==> src/drp_pkg.sv <==
/*
  Constants, field layout and state types of the duty reference profile bank.
  Assumes a single core clock domain and word-aligned Avalon-MM byte addressing.
*/
package drp_pkg;

  // ===========================================================
  // register map
  localparam int DRP_ADDR_W = 10;
  localparam int DRP_NWORDS = 6;
  // printed offsets are word indices; byte address is four times the index
  localparam logic [5:0][7:0] DRP_IDX = {8'h9e, 8'h9c, 8'h9a, 8'h98, 8'h96, 8'h94};
  localparam logic [5:0][31:0] DRP_WMASK = {32'h7ffffe00, 32'h7ffffffe, 32'h7fffffff,
                                            32'h7ffffffe, 32'h7fffffff, 32'h7fffffff};
  localparam logic [31:0] DRP_RESET = 32'h00000000;
  localparam int DRP_PARITY_BIT = 31;

  // ===========================================================
  // field positions (lsb of each field)
  localparam int DRP_SHAPE_LSB = 29;
  localparam int DRP_START1_LSB = 21;
  localparam int DRP_STOP1_LSB = 13;
  localparam int DRP_CLAMP1_LSB = 5;
  localparam int DRP_DA_HI_LSB = 0;
  localparam int DRP_DA_LO_LSB = 28;
  localparam int DRP_DB_LSB = 20;
  localparam int DRP_DC_LSB = 12;
  localparam int DRP_DD_LSB = 4;
  localparam int DRP_DE_HI_LSB = 0;
  localparam int DRP_DE_LO_LSB = 27;
  localparam int DRP_START2_LSB = 19;
  localparam int DRP_STOP2_LSB = 11;
  localparam int DRP_CLAMP2_LSB = 3;
  localparam int DRP_HYS_LSB = 1;
  localparam int DRP_SOFF1_LSB = 23;
  localparam int DRP_SCLAMP1_LSB = 15;
  localparam int DRP_RA_LSB = 7;
  localparam int DRP_RB_HI_LSB = 0;
  localparam int DRP_RB_LO_BIT = 30;
  localparam int DRP_RC_LSB = 22;
  localparam int DRP_RD_LSB = 14;
  localparam int DRP_RE_LSB = 6;
  localparam int DRP_MIN_LSB = 4;
  localparam int DRP_MIX_LSB = 2;
  localparam int DRP_FILT_BIT = 1;
  localparam int DRP_SOFF2_LSB = 23;
  localparam int DRP_SCLAMP2_LSB = 15;
  localparam int DRP_HALL_LSB = 9;

  // ===========================================================
  // scaled thresholds, one duty lsb is 100/256 percent
  localparam logic [3:0][7:0] DRP_HYS_TAB = {8'h08, 8'h05, 8'h03, 8'h00};
  localparam logic [3:0][7:0] DRP_MIN_TAB = {8'h1a, 8'h0d, 8'h08, 8'h03};
  localparam logic [7:0] DRP_FILT_BAND = 8'h01;
  localparam logic [15:0] DRP_HALL_FULL = 16'h0168;
  localparam logic [15:0] DRP_HALL_STEPS = 16'h003f;
  localparam logic [1:0] DRP_MIX_USER = 2'h0;
  localparam logic [1:0] DRP_MIX_MI_HIGH = 2'h1;
  localparam logic [1:0] DRP_MIX_MI_LOW = 2'h2;

  // ===========================================================
  // types
  typedef enum logic [1:0] {
    DRP_SHAPE_REF = 2'b00,
    DRP_SHAPE_LIN = 2'b01,
    DRP_SHAPE_STAIR = 2'b10,
    DRP_SHAPE_FR = 2'b11
  } drp_shape_t;

  typedef enum logic [1:0] {
    DRP_RUN_STOP = 2'b00,
    DRP_RUN_FWD = 2'b01,
    DRP_RUN_REV = 2'b10
  } drp_run_t;

  typedef struct packed {
    logic [5:0][31:0] words;
    logic wait_r;
    logic [31:0] rdata;
    logic [7:0] duty_f;
    drp_run_t run;
    logic run_on;
    logic rev;
    logic mi;
    logic [7:0] refv;
    logic [8:0] hall;
  } drp_state_t;

  localparam drp_state_t DRP_STATE_RST = '{words: {6{DRP_RESET}}, wait_r: 1'b1, rdata: 32'h00000000,
                                           duty_f: 8'h00, run: DRP_RUN_STOP, run_on: 1'b0, rev: 1'b0,
                                           mi: 1'b0, refv: 8'h00, hall: 9'h000};

endpackage : drp_pkg

==> src/drp_top.sv <==
/*
  Duty reference profile bank: six profile words behind an Avalon-MM slave, and the
  logic that turns the input duty command into run, direction, control-mode and reference.
  Assumes the duty command comes from logic on the same clock, sampled on duty_valid.
*/
`timescale 1ns/10ps

// Behaviour
// - shape field picks reference, linear, staircase, forward-reverse
// - first start duty is eight bits, value/256
// - first stop duty is eight bits, value/256
// - first clamp duty clamps the reference
// - duty breakpoint A split five high, three low
// - duty breakpoints B, C, D in word two
// - duty breakpoint E split four high, four low
// - second start, stop, clamp duties in word three
// - hysteresis code adds 0 to 3 percent
// - first stop, clamp targets and reference A
// - reference B split seven high, one low
// - reference breakpoints C, D, E in word five
// - reference mode starts above minimum duty threshold
// - mixed mode selects modulation index around C
// - filter bit enables 0.4 percent input filter
// - second stop and clamp targets in word six
// - hall angle equals value times 360/63
module drp_top (
  input wire logic clk,                                     // core clock, 25 MHz
  input wire logic rst_b,                                   // synchronous reset, active low
  input wire logic [drp_pkg::DRP_ADDR_W-1:0] avs_address,   // byte address
  input wire logic avs_read,                                // read request
  input wire logic avs_write,                               // write request
  input wire logic [31:0] avs_writedata,                    // write data
  input wire logic [3:0] avs_byteenable,                    // byte lanes of a write
  output logic [31:0] avs_readdata,                         // read data
  output logic avs_waitrequest,                             // stall, high until answered
  input wire logic [7:0] duty_in,                           // duty command, value/256
  input wire logic duty_valid,                              // duty_in is new this cycle
  output logic [7:0] ref_out,                               // reference, value/256 of max
  output logic motor_run,                                   // motor driven
  output logic motor_reverse,                               // running in reverse
  output logic mod_index_ctrl,                              // modulation index control chosen
  output logic [8:0] hall_angle_deg                         // hall offset angle, degrees
);
  import drp_pkg::*;

  // ===========================================================
  // state
  drp_state_t s_r;
  drp_state_t s_nxt;

  // ===========================================================
  // profile fields
  drp_shape_t shape;
  logic [7:0] start1, stop1, clamp1, start2, stop2, clamp2;
  logic [7:0] soff1, sclamp1, soff2, sclamp2;
  logic [4:0][7:0] dp;
  logic [4:0][7:0] rp;
  logic [7:0] hys;
  logic [7:0] minthr;
  logic [1:0] mix;
  logic filt;
  logic [5:0] hall;
  logic [7:0] d;

  assign shape = drp_shape_t'(s_r.words[0][DRP_SHAPE_LSB +: 2]);
  assign start1 = s_r.words[0][DRP_START1_LSB +: 8];
  assign stop1 = s_r.words[0][DRP_STOP1_LSB +: 8];
  assign clamp1 = s_r.words[0][DRP_CLAMP1_LSB +: 8];
  assign dp[0] = {s_r.words[0][DRP_DA_HI_LSB +: 5], s_r.words[1][DRP_DA_LO_LSB +: 3]};
  assign dp[1] = s_r.words[1][DRP_DB_LSB +: 8];
  assign dp[2] = s_r.words[1][DRP_DC_LSB +: 8];
  assign dp[3] = s_r.words[1][DRP_DD_LSB +: 8];
  assign dp[4] = {s_r.words[1][DRP_DE_HI_LSB +: 4], s_r.words[2][DRP_DE_LO_LSB +: 4]};
  assign start2 = s_r.words[2][DRP_START2_LSB +: 8];
  assign stop2 = s_r.words[2][DRP_STOP2_LSB +: 8];
  assign clamp2 = s_r.words[2][DRP_CLAMP2_LSB +: 8];
  assign hys = DRP_HYS_TAB[s_r.words[2][DRP_HYS_LSB +: 2]];
  assign soff1 = s_r.words[3][DRP_SOFF1_LSB +: 8];
  assign sclamp1 = s_r.words[3][DRP_SCLAMP1_LSB +: 8];
  assign rp[0] = s_r.words[3][DRP_RA_LSB +: 8];
  assign rp[1] = {s_r.words[3][DRP_RB_HI_LSB +: 7], s_r.words[4][DRP_RB_LO_BIT]};
  assign rp[2] = s_r.words[4][DRP_RC_LSB +: 8];
  assign rp[3] = s_r.words[4][DRP_RD_LSB +: 8];
  assign rp[4] = s_r.words[4][DRP_RE_LSB +: 8];
  assign minthr = DRP_MIN_TAB[s_r.words[4][DRP_MIN_LSB +: 2]];
  assign mix = s_r.words[4][DRP_MIX_LSB +: 2];
  assign filt = s_r.words[4][DRP_FILT_BIT];
  assign soff2 = s_r.words[5][DRP_SOFF2_LSB +: 8];
  assign sclamp2 = s_r.words[5][DRP_SCLAMP2_LSB +: 8];
  assign hall = s_r.words[5][DRP_HALL_LSB +: 6];
  assign d = s_r.duty_f;

  // straight line through (x0,y0) and (x1,y1); a zero-width span yields y0
  function automatic logic [7:0] drp_interp(input logic [7:0] x, input logic [7:0] x0, input logic [7:0] y0,
                                            input logic [7:0] x1, input logic [7:0] y1);
    logic signed [17:0] dy;
    logic signed [17:0] dx;
    logic signed [17:0] den;
    logic signed [17:0] q;
    logic signed [17:0] y;
    dy = $signed({10'h000, y1}) - $signed({10'h000, y0});
    dx = $signed({10'h000, 8'(x - x0)});
    den = $signed({10'h000, 8'(x1 - x0)});
    q = (den == 18'sh00000) ? 18'sh00000 : 18'(dy * dx) / den;
    y = $signed({10'h000, y0}) + q;
    return y[7:0];
  endfunction : drp_interp

  // ===========================================================
  // next state
  logic hit;
  logic [2:0] sel;
  logic [31:0] rd;
  logic [7:0] diff;
  logic [7:0] lin_ref;
  logic [7:0] stair_ref;
  logic [7:0] prof;
  logic [8:0] d9;
  logic [8:0] d_hys;
  logic [8:0] mid_hi;

  always_comb begin
    s_nxt = s_r;
    hit = 1'b0;
    sel = 3'h0;
    rd = 32'h00000000;
    diff = 8'h00;
    lin_ref = rp[0];
    stair_ref = rp[0];
    d9 = {1'b0, d};
    d_hys = 9'({1'b0, d} + {1'b0, hys});
    mid_hi = 9'({1'b0, dp[2]} + {1'b0, hys});

    // bus slave: answer one cycle after the request, commit a write on the answering edge
    for (int i = 0; i < DRP_NWORDS; i++) begin
      if (avs_address[DRP_ADDR_W-1:2] == DRP_IDX[i]) begin
        hit = 1'b1;
        sel = 3'(i);
      end
    end
    if (hit) begin
      rd = {^s_r.words[sel][DRP_PARITY_BIT-1:0], s_r.words[sel][DRP_PARITY_BIT-1:0]};
    end
    if ((avs_read || avs_write) && s_r.wait_r) begin
      s_nxt.wait_r = 1'b0;
      s_nxt.rdata = avs_read ? rd : 32'h00000000;
    end else if ((avs_read || avs_write) && !s_r.wait_r) begin
      s_nxt.wait_r = 1'b1;
      if (avs_write && hit) begin
        for (int b = 0; b < 4; b++) begin
          if (avs_byteenable[b]) begin
            s_nxt.words[sel][8*b +: 8] = avs_writedata[8*b +: 8];
          end
        end
        s_nxt.words[sel] = s_nxt.words[sel] & DRP_WMASK[sel];
      end
    end

    // small changes are ignored while filtering, one lsb is about 0.4 percent
    if (duty_valid) begin
      diff = (duty_in >= s_r.duty_f) ? 8'(duty_in - s_r.duty_f) : 8'(s_r.duty_f - duty_in);
      if (!(filt && diff <= DRP_FILT_BAND)) begin
        s_nxt.duty_f = duty_in;
      end
    end

    // segment search relies on ascending breakpoints; otherwise the lowest point is used
    if (d >= dp[4]) begin
      lin_ref = rp[4];
      stair_ref = rp[4];
    end
    for (int i = 0; i < 4; i++) begin
      if (d >= dp[i] && d < dp[i+1]) begin
        lin_ref = drp_interp(d, dp[i], rp[i], dp[i+1], rp[i+1]);
        stair_ref = rp[i];
      end
    end
    prof = (shape == DRP_SHAPE_STAIR) ? stair_ref : lin_ref;

    // run state; hysteresis widens each start and stop decision except the reference-mode start, which compares d with minthr alone
    unique case (s_r.run)
      DRP_RUN_STOP: begin
        if (shape == DRP_SHAPE_REF) begin
          if (d > minthr) s_nxt.run = DRP_RUN_FWD;
        end else if (d9 > 9'({1'b0, start1} + {1'b0, hys})) begin
          s_nxt.run = DRP_RUN_FWD;
        end else if (shape == DRP_SHAPE_FR && d_hys < {1'b0, start2}) begin
          s_nxt.run = DRP_RUN_REV;
        end
      end
      DRP_RUN_FWD: begin
        if (shape == DRP_SHAPE_REF) begin
          if (d_hys < {1'b0, minthr}) s_nxt.run = DRP_RUN_STOP;
        end else if (d_hys < {1'b0, stop1}) begin
          s_nxt.run = DRP_RUN_STOP;
        end
      end
      DRP_RUN_REV: begin
        if (shape != DRP_SHAPE_FR || d9 > 9'({1'b0, stop2} + {1'b0, hys})) begin
          s_nxt.run = DRP_RUN_STOP;
        end
      end
      default: s_nxt.run = DRP_RUN_STOP;
    endcase
    s_nxt.run_on = (s_nxt.run != DRP_RUN_STOP);
    s_nxt.rev = (s_nxt.run == DRP_RUN_REV);

    // reference follows the state the motor is entering
    if (s_nxt.run == DRP_RUN_STOP) begin
      s_nxt.refv = 8'h00;
    end else if (shape == DRP_SHAPE_REF) begin
      s_nxt.refv = d;
    end else if (s_nxt.run == DRP_RUN_REV) begin
      if (d <= clamp2) s_nxt.refv = sclamp2;
      else if (d >= stop2) s_nxt.refv = soff2;
      else s_nxt.refv = drp_interp(d, clamp2, sclamp2, stop2, soff2);
    end else if (d >= clamp1) begin
      s_nxt.refv = sclamp1;
    end else if (d <= stop1) begin
      s_nxt.refv = soff1;
    end else begin
      s_nxt.refv = prof;
    end

    // mixed control mode only exists for linear and staircase shapes
    if ((shape == DRP_SHAPE_LIN || shape == DRP_SHAPE_STAIR) && mix == DRP_MIX_MI_HIGH) begin
      if (d9 > mid_hi) s_nxt.mi = 1'b1;
      else if (d_hys < {1'b0, dp[2]}) s_nxt.mi = 1'b0;
    end else if ((shape == DRP_SHAPE_LIN || shape == DRP_SHAPE_STAIR) && mix == DRP_MIX_MI_LOW) begin
      if (d9 > mid_hi) s_nxt.mi = 1'b0;
      else if (d_hys < {1'b0, dp[2]}) s_nxt.mi = 1'b1;
    end else begin
      s_nxt.mi = 1'b0;
    end

    s_nxt.hall = 9'((16'({10'h000, hall}) * DRP_HALL_FULL) / DRP_HALL_STEPS);
  end

  always_ff @(posedge clk) begin
    if (!rst_b) begin
      s_r <= DRP_STATE_RST;
    end else begin
      s_r <= s_nxt;
    end
  end

  // ===========================================================
  // outputs
  assign avs_readdata = s_r.rdata;
  assign avs_waitrequest = s_r.wait_r;
  assign ref_out = s_r.refv;
  assign motor_run = s_r.run_on;
  assign motor_reverse = s_r.rev;
  assign mod_index_ctrl = s_r.mi;
  assign hall_angle_deg = s_r.hall;
endmodule : drp_top

==> config.mk <==
export PLATFORM = sky130hd
export DESIGN_NAME = drp_top
export DESIGN_NICKNAME = d
export VERILOG_FILES = /design/src/drp_pkg.sv /design/src/drp_top.sv
export SDC_FILE = /design/constraint.sdc
export NUM_CORES = 2
export LEC_CHECK = 0
export BUFFER_PORTS_ARGS = -buffer_cell sky130_fd_sc_hd__buf_2
export CAP_MARGIN = 20
export CORE_ASPECT_RATIO = 0.9
export CORE_MARGIN = 2
export CORE_UTILIZATION = 50
export CTS_CLUSTER_DIAMETER = 100
export DETAILED_ROUTE_END_ITERATION = 10
export PLACE_DENSITY = 0.66
export SETUP_SLACK_MARGIN = 0.1
export SLEW_MARGIN = 20
export SYNTH_ARGS = -nofsm -noshare
export SYNTH_HDL_FRONTEND = slang
export SYNTH_SLANG_ARGS = --single-unit
==> constraint.sdc <==
create_clock -name clk -period 72.8 [get_ports clk]
set_input_delay 3.64 -clock clk [delete_from_list [all_inputs] [get_ports clk]]
set_output_delay 3.64 -clock clk [all_outputs]
set_load 0.01 [all_outputs]
**After elaboration in Yosys (flattened, before gate mapping)**

Memory sizes are Yosys's and may differ from the RTL's.
Index checks and enable logic that the tools add are counted.
Widths: inputs -> output; s select.

- Equal/unequal tests: 17
- Bitwise gates (word level): 4
- $add $sub $neg: 26
- $mul: 6
- Muxes and demuxes: 92
- Reductions and logical operators: 31
- Magnitude comparators: 27
- Divide/modulo/power cells: 6

Operators by type and width:

| kind | number |
|---|---|
| $mux 192 | 16 |
| $bwmux 192 | 5 |
| $demux 32 s3 | 5 |
| $mux 8 | 25 |
| $bmux 32 s3 | 2 |
| $mux 32 | 6 |
| $sub 8x8->8 | 12 |
| $div 18x9->18 | 5 |
| $mul 9x9->18 | 5 |
| $ge 8x8->1 | 8 |
| $eq 8x8->1 const B | 6 |
| $sub 8x8->9 | 5 |
| $add 8x8->8 | 5 |
| $logic_not 8->1 | 5 |
| $add 8x8->9 | 4 |
| $lt 9x8->1 | 4 |
| $and 32x32->32 | 1 |
| $bmux 8 s2 | 2 |
| $lt 8x8->1 | 4 |
| $mux 31 | 1 |
| $reduce_xor 31->1 | 1 |
| $gt 8x9->1 | 3 |
| $mux 24 | 1 |
| $div 15x6->16 const B | 1 |
| other kinds (26) | 77 |

- Memories kept: 1
- Input port bits: 59
- Memory bits (read-only): 256
- Bits in registers: 255
- Logic and storage cells: 225
- Output and inout port bits: 53

Memory list:

| name | depth | bits a word | rd ports | clocked after Yosys merged registers in | wr ports | RTL line | source |
|---|---|---|---|---|---|---|---|
| (no name shown) | 8 | 32 | 1 | 0 | 0 | drp_top.sv:155 | `s_nxt.words[sel] = s_nxt.words[sel] & DRP_WMASK[sel];` |

**Longest topological paths before layout**

- Word-level depth: 34
- Gate-level depth with buffers: 251
- Mapped depth without buffers: 241

**Worst setup path after synthesis**

No wires, ideal clock.

- Path type: reg-to-reg
- From: register s_r (netlist bit d[1])
- To: register s_r (netlist bit ref_out[5])
- Arrival: 46834 ps
- Required time: 72665 ps
- Path slack: 25831 ps
- Period minus slack after synthesis: 46969 ps
- Stages on the path, launching flop included: 240
- Path buffers: 17
- Path through: dfxtp_1 ha_1 a21o_1 a21o_1 a21oi_1 o21bai_1 a21o_1 a21oi_1 xor2_1 nor2_1 ha_1 inv_1 fa_1 inv_1 fa_1 inv_1 fa_1 inv_1 (+204 left out) nand3_1 nor4_2 ha_1 nor2_1 a211o_1 inv_1 ha_1 a21o_1 a21o_1 a21o_1 a21oi_1 xnor2_1 mux4_2 mux2i_1 a211o_1 a21oi_1 a21oi_1 nor2_1

- Word-level cells in the longest chain between the ends: 14
- Elaborated cells on any way between the ends: 79
- Classes of those cells: 11 x add/sub; 5 x mul; 5 x div; 19 x order compare; 1 x eq/ne; 30 x mux; 8 x reduce/logical

Ends and longest elaborated chain:

| what | RTL line | source |
|---|---|---|
| start, declared | drp_top.sv:48 | `drp_state_t s_r;` |
| start signal, assigned | drp_top.sv:243 | `s_r <= s_nxt;` |
| $sub 8x8->8 | drp_top.sv:102 | `dx = $signed({10'h000, 8'(x - x0)});` |
| $mul 9x9->18 | drp_top.sv:104 | `q = (den == 18'sh00000) ? 18'sh00000 : 18'(dy * dx) / den;` |
| $div 18x9->18 | drp_top.sv:104 |  |
| $mux 8 | drp_top.sv:104 |  |
| $add 8x8->8 | drp_top.sv:105 | `y = $signed({10'h000, y0}) + q;` |
| $mux 8 (4 in series) | drp_top.sv:173 | `if (d >= dp[i] && d < dp[i+1]) begin` |
| $mux 8 | drp_top.sv:178 | `prof = (shape == DRP_SHAPE_STAIR) ? stair_ref : lin_ref;` |
| $mux 8 | drp_top.sv:219 | `end else if (d <= stop1) begin` |
| $mux 8 | drp_top.sv:217 | `end else if (d >= clamp1) begin` |
| $mux 8 | drp_top.sv:213 | `end else if (s_nxt.run == DRP_RUN_REV) begin` |
| $mux 8 | drp_top.sv:211 | `end else if (shape == DRP_SHAPE_REF) begin` |

Several ways; a longest one is shown, not always the timed one.
A chain may end at the register's enable or synchronous reset.

**Worst setup path after layout**

- From: register s_r (netlist bit rp[17])
- To: register s_r (netlist bit ref_out[5])

- Word-level cells in the longest chain between the ends: 13
- Elaborated cells on any way between the ends: 18
- Classes of those cells: 4 x add/sub; 2 x mul; 2 x div; 10 x mux

Ends and longest elaborated chain:

| what | RTL line | source |
|---|---|---|
| $sub 8x8->9 | drp_top.sv:101 | `dy = $signed({10'h000, y1}) - $signed({10'h000, y0});` |
| $mul 9x9->18 | drp_top.sv:104 |  |
| $div 18x9->18 | drp_top.sv:104 |  |
| $mux 8 | drp_top.sv:104 |  |
| $add 8x8->8 | drp_top.sv:105 |  |
| $mux 8 | drp_top.sv:173 |  |
| $mux 8 * (2 in series) | drp_top.sv:173 |  |
| $mux 8 * | drp_top.sv:178 |  |
| $mux 8 * | drp_top.sv:219 |  |
| $mux 8 * | drp_top.sv:217 |  |
| $mux 8 * | drp_top.sv:213 |  |
| $mux 8 * | drp_top.sv:211 |  |

Mark *: on every way between the ends. The rest lies on a longest branch, timed or not.

==> flow_metrics.py <==
metrics = {
    "setup_path": {
        "cp-start-kind": "flop",
        "crit_buf_inv": 14,
        "reg2regPathDepth": 222,
        "path_delay_family": "compound AO/OA/AOI/OAI gates",
        "worstPathRequired_ns": 73.27,
        "r2r_start": "rp[17]",
        "worstSetupPathType": "reg2reg",
        "critical_path.most_common_cell": "o21a_1",
        "reg2reg_to": "ref_out[5]",
        "cpMaxStageDelayCell": "a21oi_1",
        "cp_max_fo": 19,
        "startpoint": "rp[17]",
        "critPathArrivalTime_ns": 55.57,
        "cp_slowest_stage_delay_ns": 0.84,
        "end_kind": "flop",
        "r2r_slack_ns": 17.70,
    },
    "placement": {
        "dp_slack_ns": 18.39,
        "place_congestion": 1.039,
        "placedCellCount": 11949,
        "portBuffers": 108,
        "post-dp-hpwl_um": 195000,
    },
    "die": {
        "row_count": 134,
        "core_area_mm2": 0.1487,
        "initial_utilization": 0.5053,
        "ios": 112,
        "die_area_mm2": 0.1534,
        "die_w_um": 412.6,
        "fp.dieH_um": 371.8,
    },
    "logic_synthesis": {
        "syn-num-nets": 11567,
        "syn_area_mm2": 0.07515,
        "synth_cells": 10102,
        "seq_area_frac_synth": 0.06633,
        "yosysUniqueCellTypes": 137,
        "yosys_warnings": 0,
        "synth-main-ff-cell": "dfxtp_1",
        "syn_avg_cell_area_um2": 7.439,
        "synth_edf_count": 0,
        "synthArstFlopShare": 0,
        "ys_ff_latch": 249,
    },
    "sta": {
        "maxClockFrequency_mhz": 18.15,
        "skew_ns": 0.02039,
        "drv_slew": 0,
        "tightest_slew_ns": 1.260,
        "setup_tns_ns": 0,
        "layout_min_cycle_time_ns": 55.10,
        "setup_violations": 0,
        "period_share": 0.7569,
        "slew_headroom": 0.1602,
        "finalHoldViolCount": 0,
        "rsz0062_at_grt": "false",
        "fin_ws_ns": 17.70,
    },
    "final_layout": {
        "syn_to_final_growth_pct": 4.626,
        "finalNonFillerCells": 12011,
        "final_cell_mix": "ha_1, nand2_1, nor2_1",
        "fin_nets": 11475,
        "drive_gt1_frac": 0.06906,
        "final_common_cell": "ha_1",
    },
    "global_route": {
        "track_usage": 0.3006,
        "grt_pass1_vias": 69582,
        "antenna_found_initial": 17,
        "grt_pass1_wl_um": 377300,
        "grt_max_degree": 132,
        "grt_overflow": 0,
    },
    "cts": {
        "cts_buffer_depth": 3,
        "clock_latency_ns": 0.62,
        "clkSlewWorstSetupHoldPaths_ns": 0.07,
        "htreeDepth": 1,
        "post_cts_resized": 0,
        "cts_tree": "yes",
        "hold_buffers": 0,
        "cts_root_buf": "clkbuf_16",
        "numCtsBuffers": 31,
        "post_cts_buffers": 0,
        "numClockSinks": 249,
    },
    "hold_path": {
        "hold_class": "reg2reg",
        "min_to": "s_r[147]",
        "min-delay-start": "s_r[147]",
        "hold_path_depth": 2,
    },
    "flow_run": {
        "cap_violations": 0,
    },
    "routing": {
        "drtIter0Drc": 6548,
        "first_pass_iters": 9,
        "ant_nets": 0,
        "drc_errors": 0,
        "wl_per_cell_um": 19.96,
        "viasPerCell": 6.210,
        "vias": 74587,
        "wirelength_um": 239800,
    },
    "outcome": {
        "outcome": "finished, final reports clean",
    },
}
==> worst register-to-register path: cells and delay by family, from the launching register on <==
family,cells,cell delay (ns)
compound gates,116,25.71
xor+xnor,1,0.16
fa+ha+maj,26,8.89
buf+inv,14,2.12
flops,1,0.76
mux,7,2.84
simple gates,58,14.50
==> registers in the layout, summed over array words and instances, names as in the netlist, 2 cells and up <==
signal	count
avs_readdata	32
dp	40
s_r	83
rp	40
clamp1	8
d	8
hall_angle_deg	9
clamp2	8
ref_out	8
hall	6
mix	2
==> layer usage <==
layer	routed length, um	track usage
met3	20230	0.04904
met5	141	0
met4	9814	0.1070
met1	107400	0.4164
met2	102200	0.4692
==> cell usage after synthesis (all sizes together), types with 20 or more instances <==
cell type  number  area (um2)
o21a          370        2779
a211o          49       429.2
and2          137       857.1
buf           110       681.9
nand2b        190        1196
nand3         160       810.8
nor4           36       282.8
or3            76       475.5
xor2          189        1663
o211ai        117       893.4
o31ai         152        1160
and3           92       576.8
dfxtp         249        4985
nor3          410        2083
a21oi         518        2608
a211oi         94       760.7
nand2        1037        3892
o31a           31       271.5
a21o          235        1764
nor2          912        3433
xnor2         347        3047
o211a         111        1126
a21boi        106       807.0
o21ai         542        2735
ha           1074       13440
a221oi         23       207.7
clkbuf        231       868.3
a2111oi        29       342.8
o2111ai        26       240.2
mux2i         127        1271
o22ai          34       225.2
mux2          160        1809
inv           875        3284
nor3b          30       230.2
o21bai         42       315.3
or2           100       625.6
nand3b         20       150.1
or4            23       172.7
nand4          68       425.4
a31oi          81       536.8
nor2b         155       969.7
fa            332        6646
a22oi          43       327.8
==> how the worst max path moves through the flow <==
stage                             to  cells past startpoint
final                     ref_out[5]                    222
after global routing      ref_out[6]                    222
after CTS                 ref_out[5]                    221
after detailed placement  ref_out[5]                    221
after global placement    ref_out[5]                    221
after floorplan           ref_out[5]                    239
==> kinds of logic (layout without fill, tap and decap cells) <==
group / Yosys count / after routing / synth area share
xor gates and xnor gates: 541 / 541 / 0.06417
and+or+nand+nor: 3536 / 3536 / 0.2273
adders and majority gates: 1414 / 1414 / 0.2683
AOI/OAI and AO/OA: 2845 / 2845 / 0.2646
other: 1 / 5 / 0.00004990
buffers and inverters: 1216 / 1149 / 0.06434
muxes: 300 / 300 / 0.04494
DFF: 249 / 249 / 0.06633
==> per-stage QoR <==
step	hold WS (ns)	utilization	cell area, um2
floorplan	0.4299	-	75150
global placement	0.4514	0.5213	77530
detailed placement	0.4577	0.5214	77540
CTS	0.4662	0.5285	78600
global route	0.4831	0.5286	78610
finish	0.4709	0.5287	78620
==> final cells by class <==
| cell class | instances | area, um2 |
|---|---|---|
| sequential | 249 | 4986 |
| tap | 1972 | 2467 |
| clock buffer | 41 | 833.3 |
| inverter | 875 | 3284 |
| timing repair buffer | 216 | 1358 |
| clock inverter | 17 | 222.7 |
| antenna | 4 | 10.01 |
| fill | 14458 | 70090 |
| multi-input combinational | 8637 | 65460 |
Power is not shown: default switching activity piles up to over one toggle a cycle in this logic, so the estimate is an artifact.
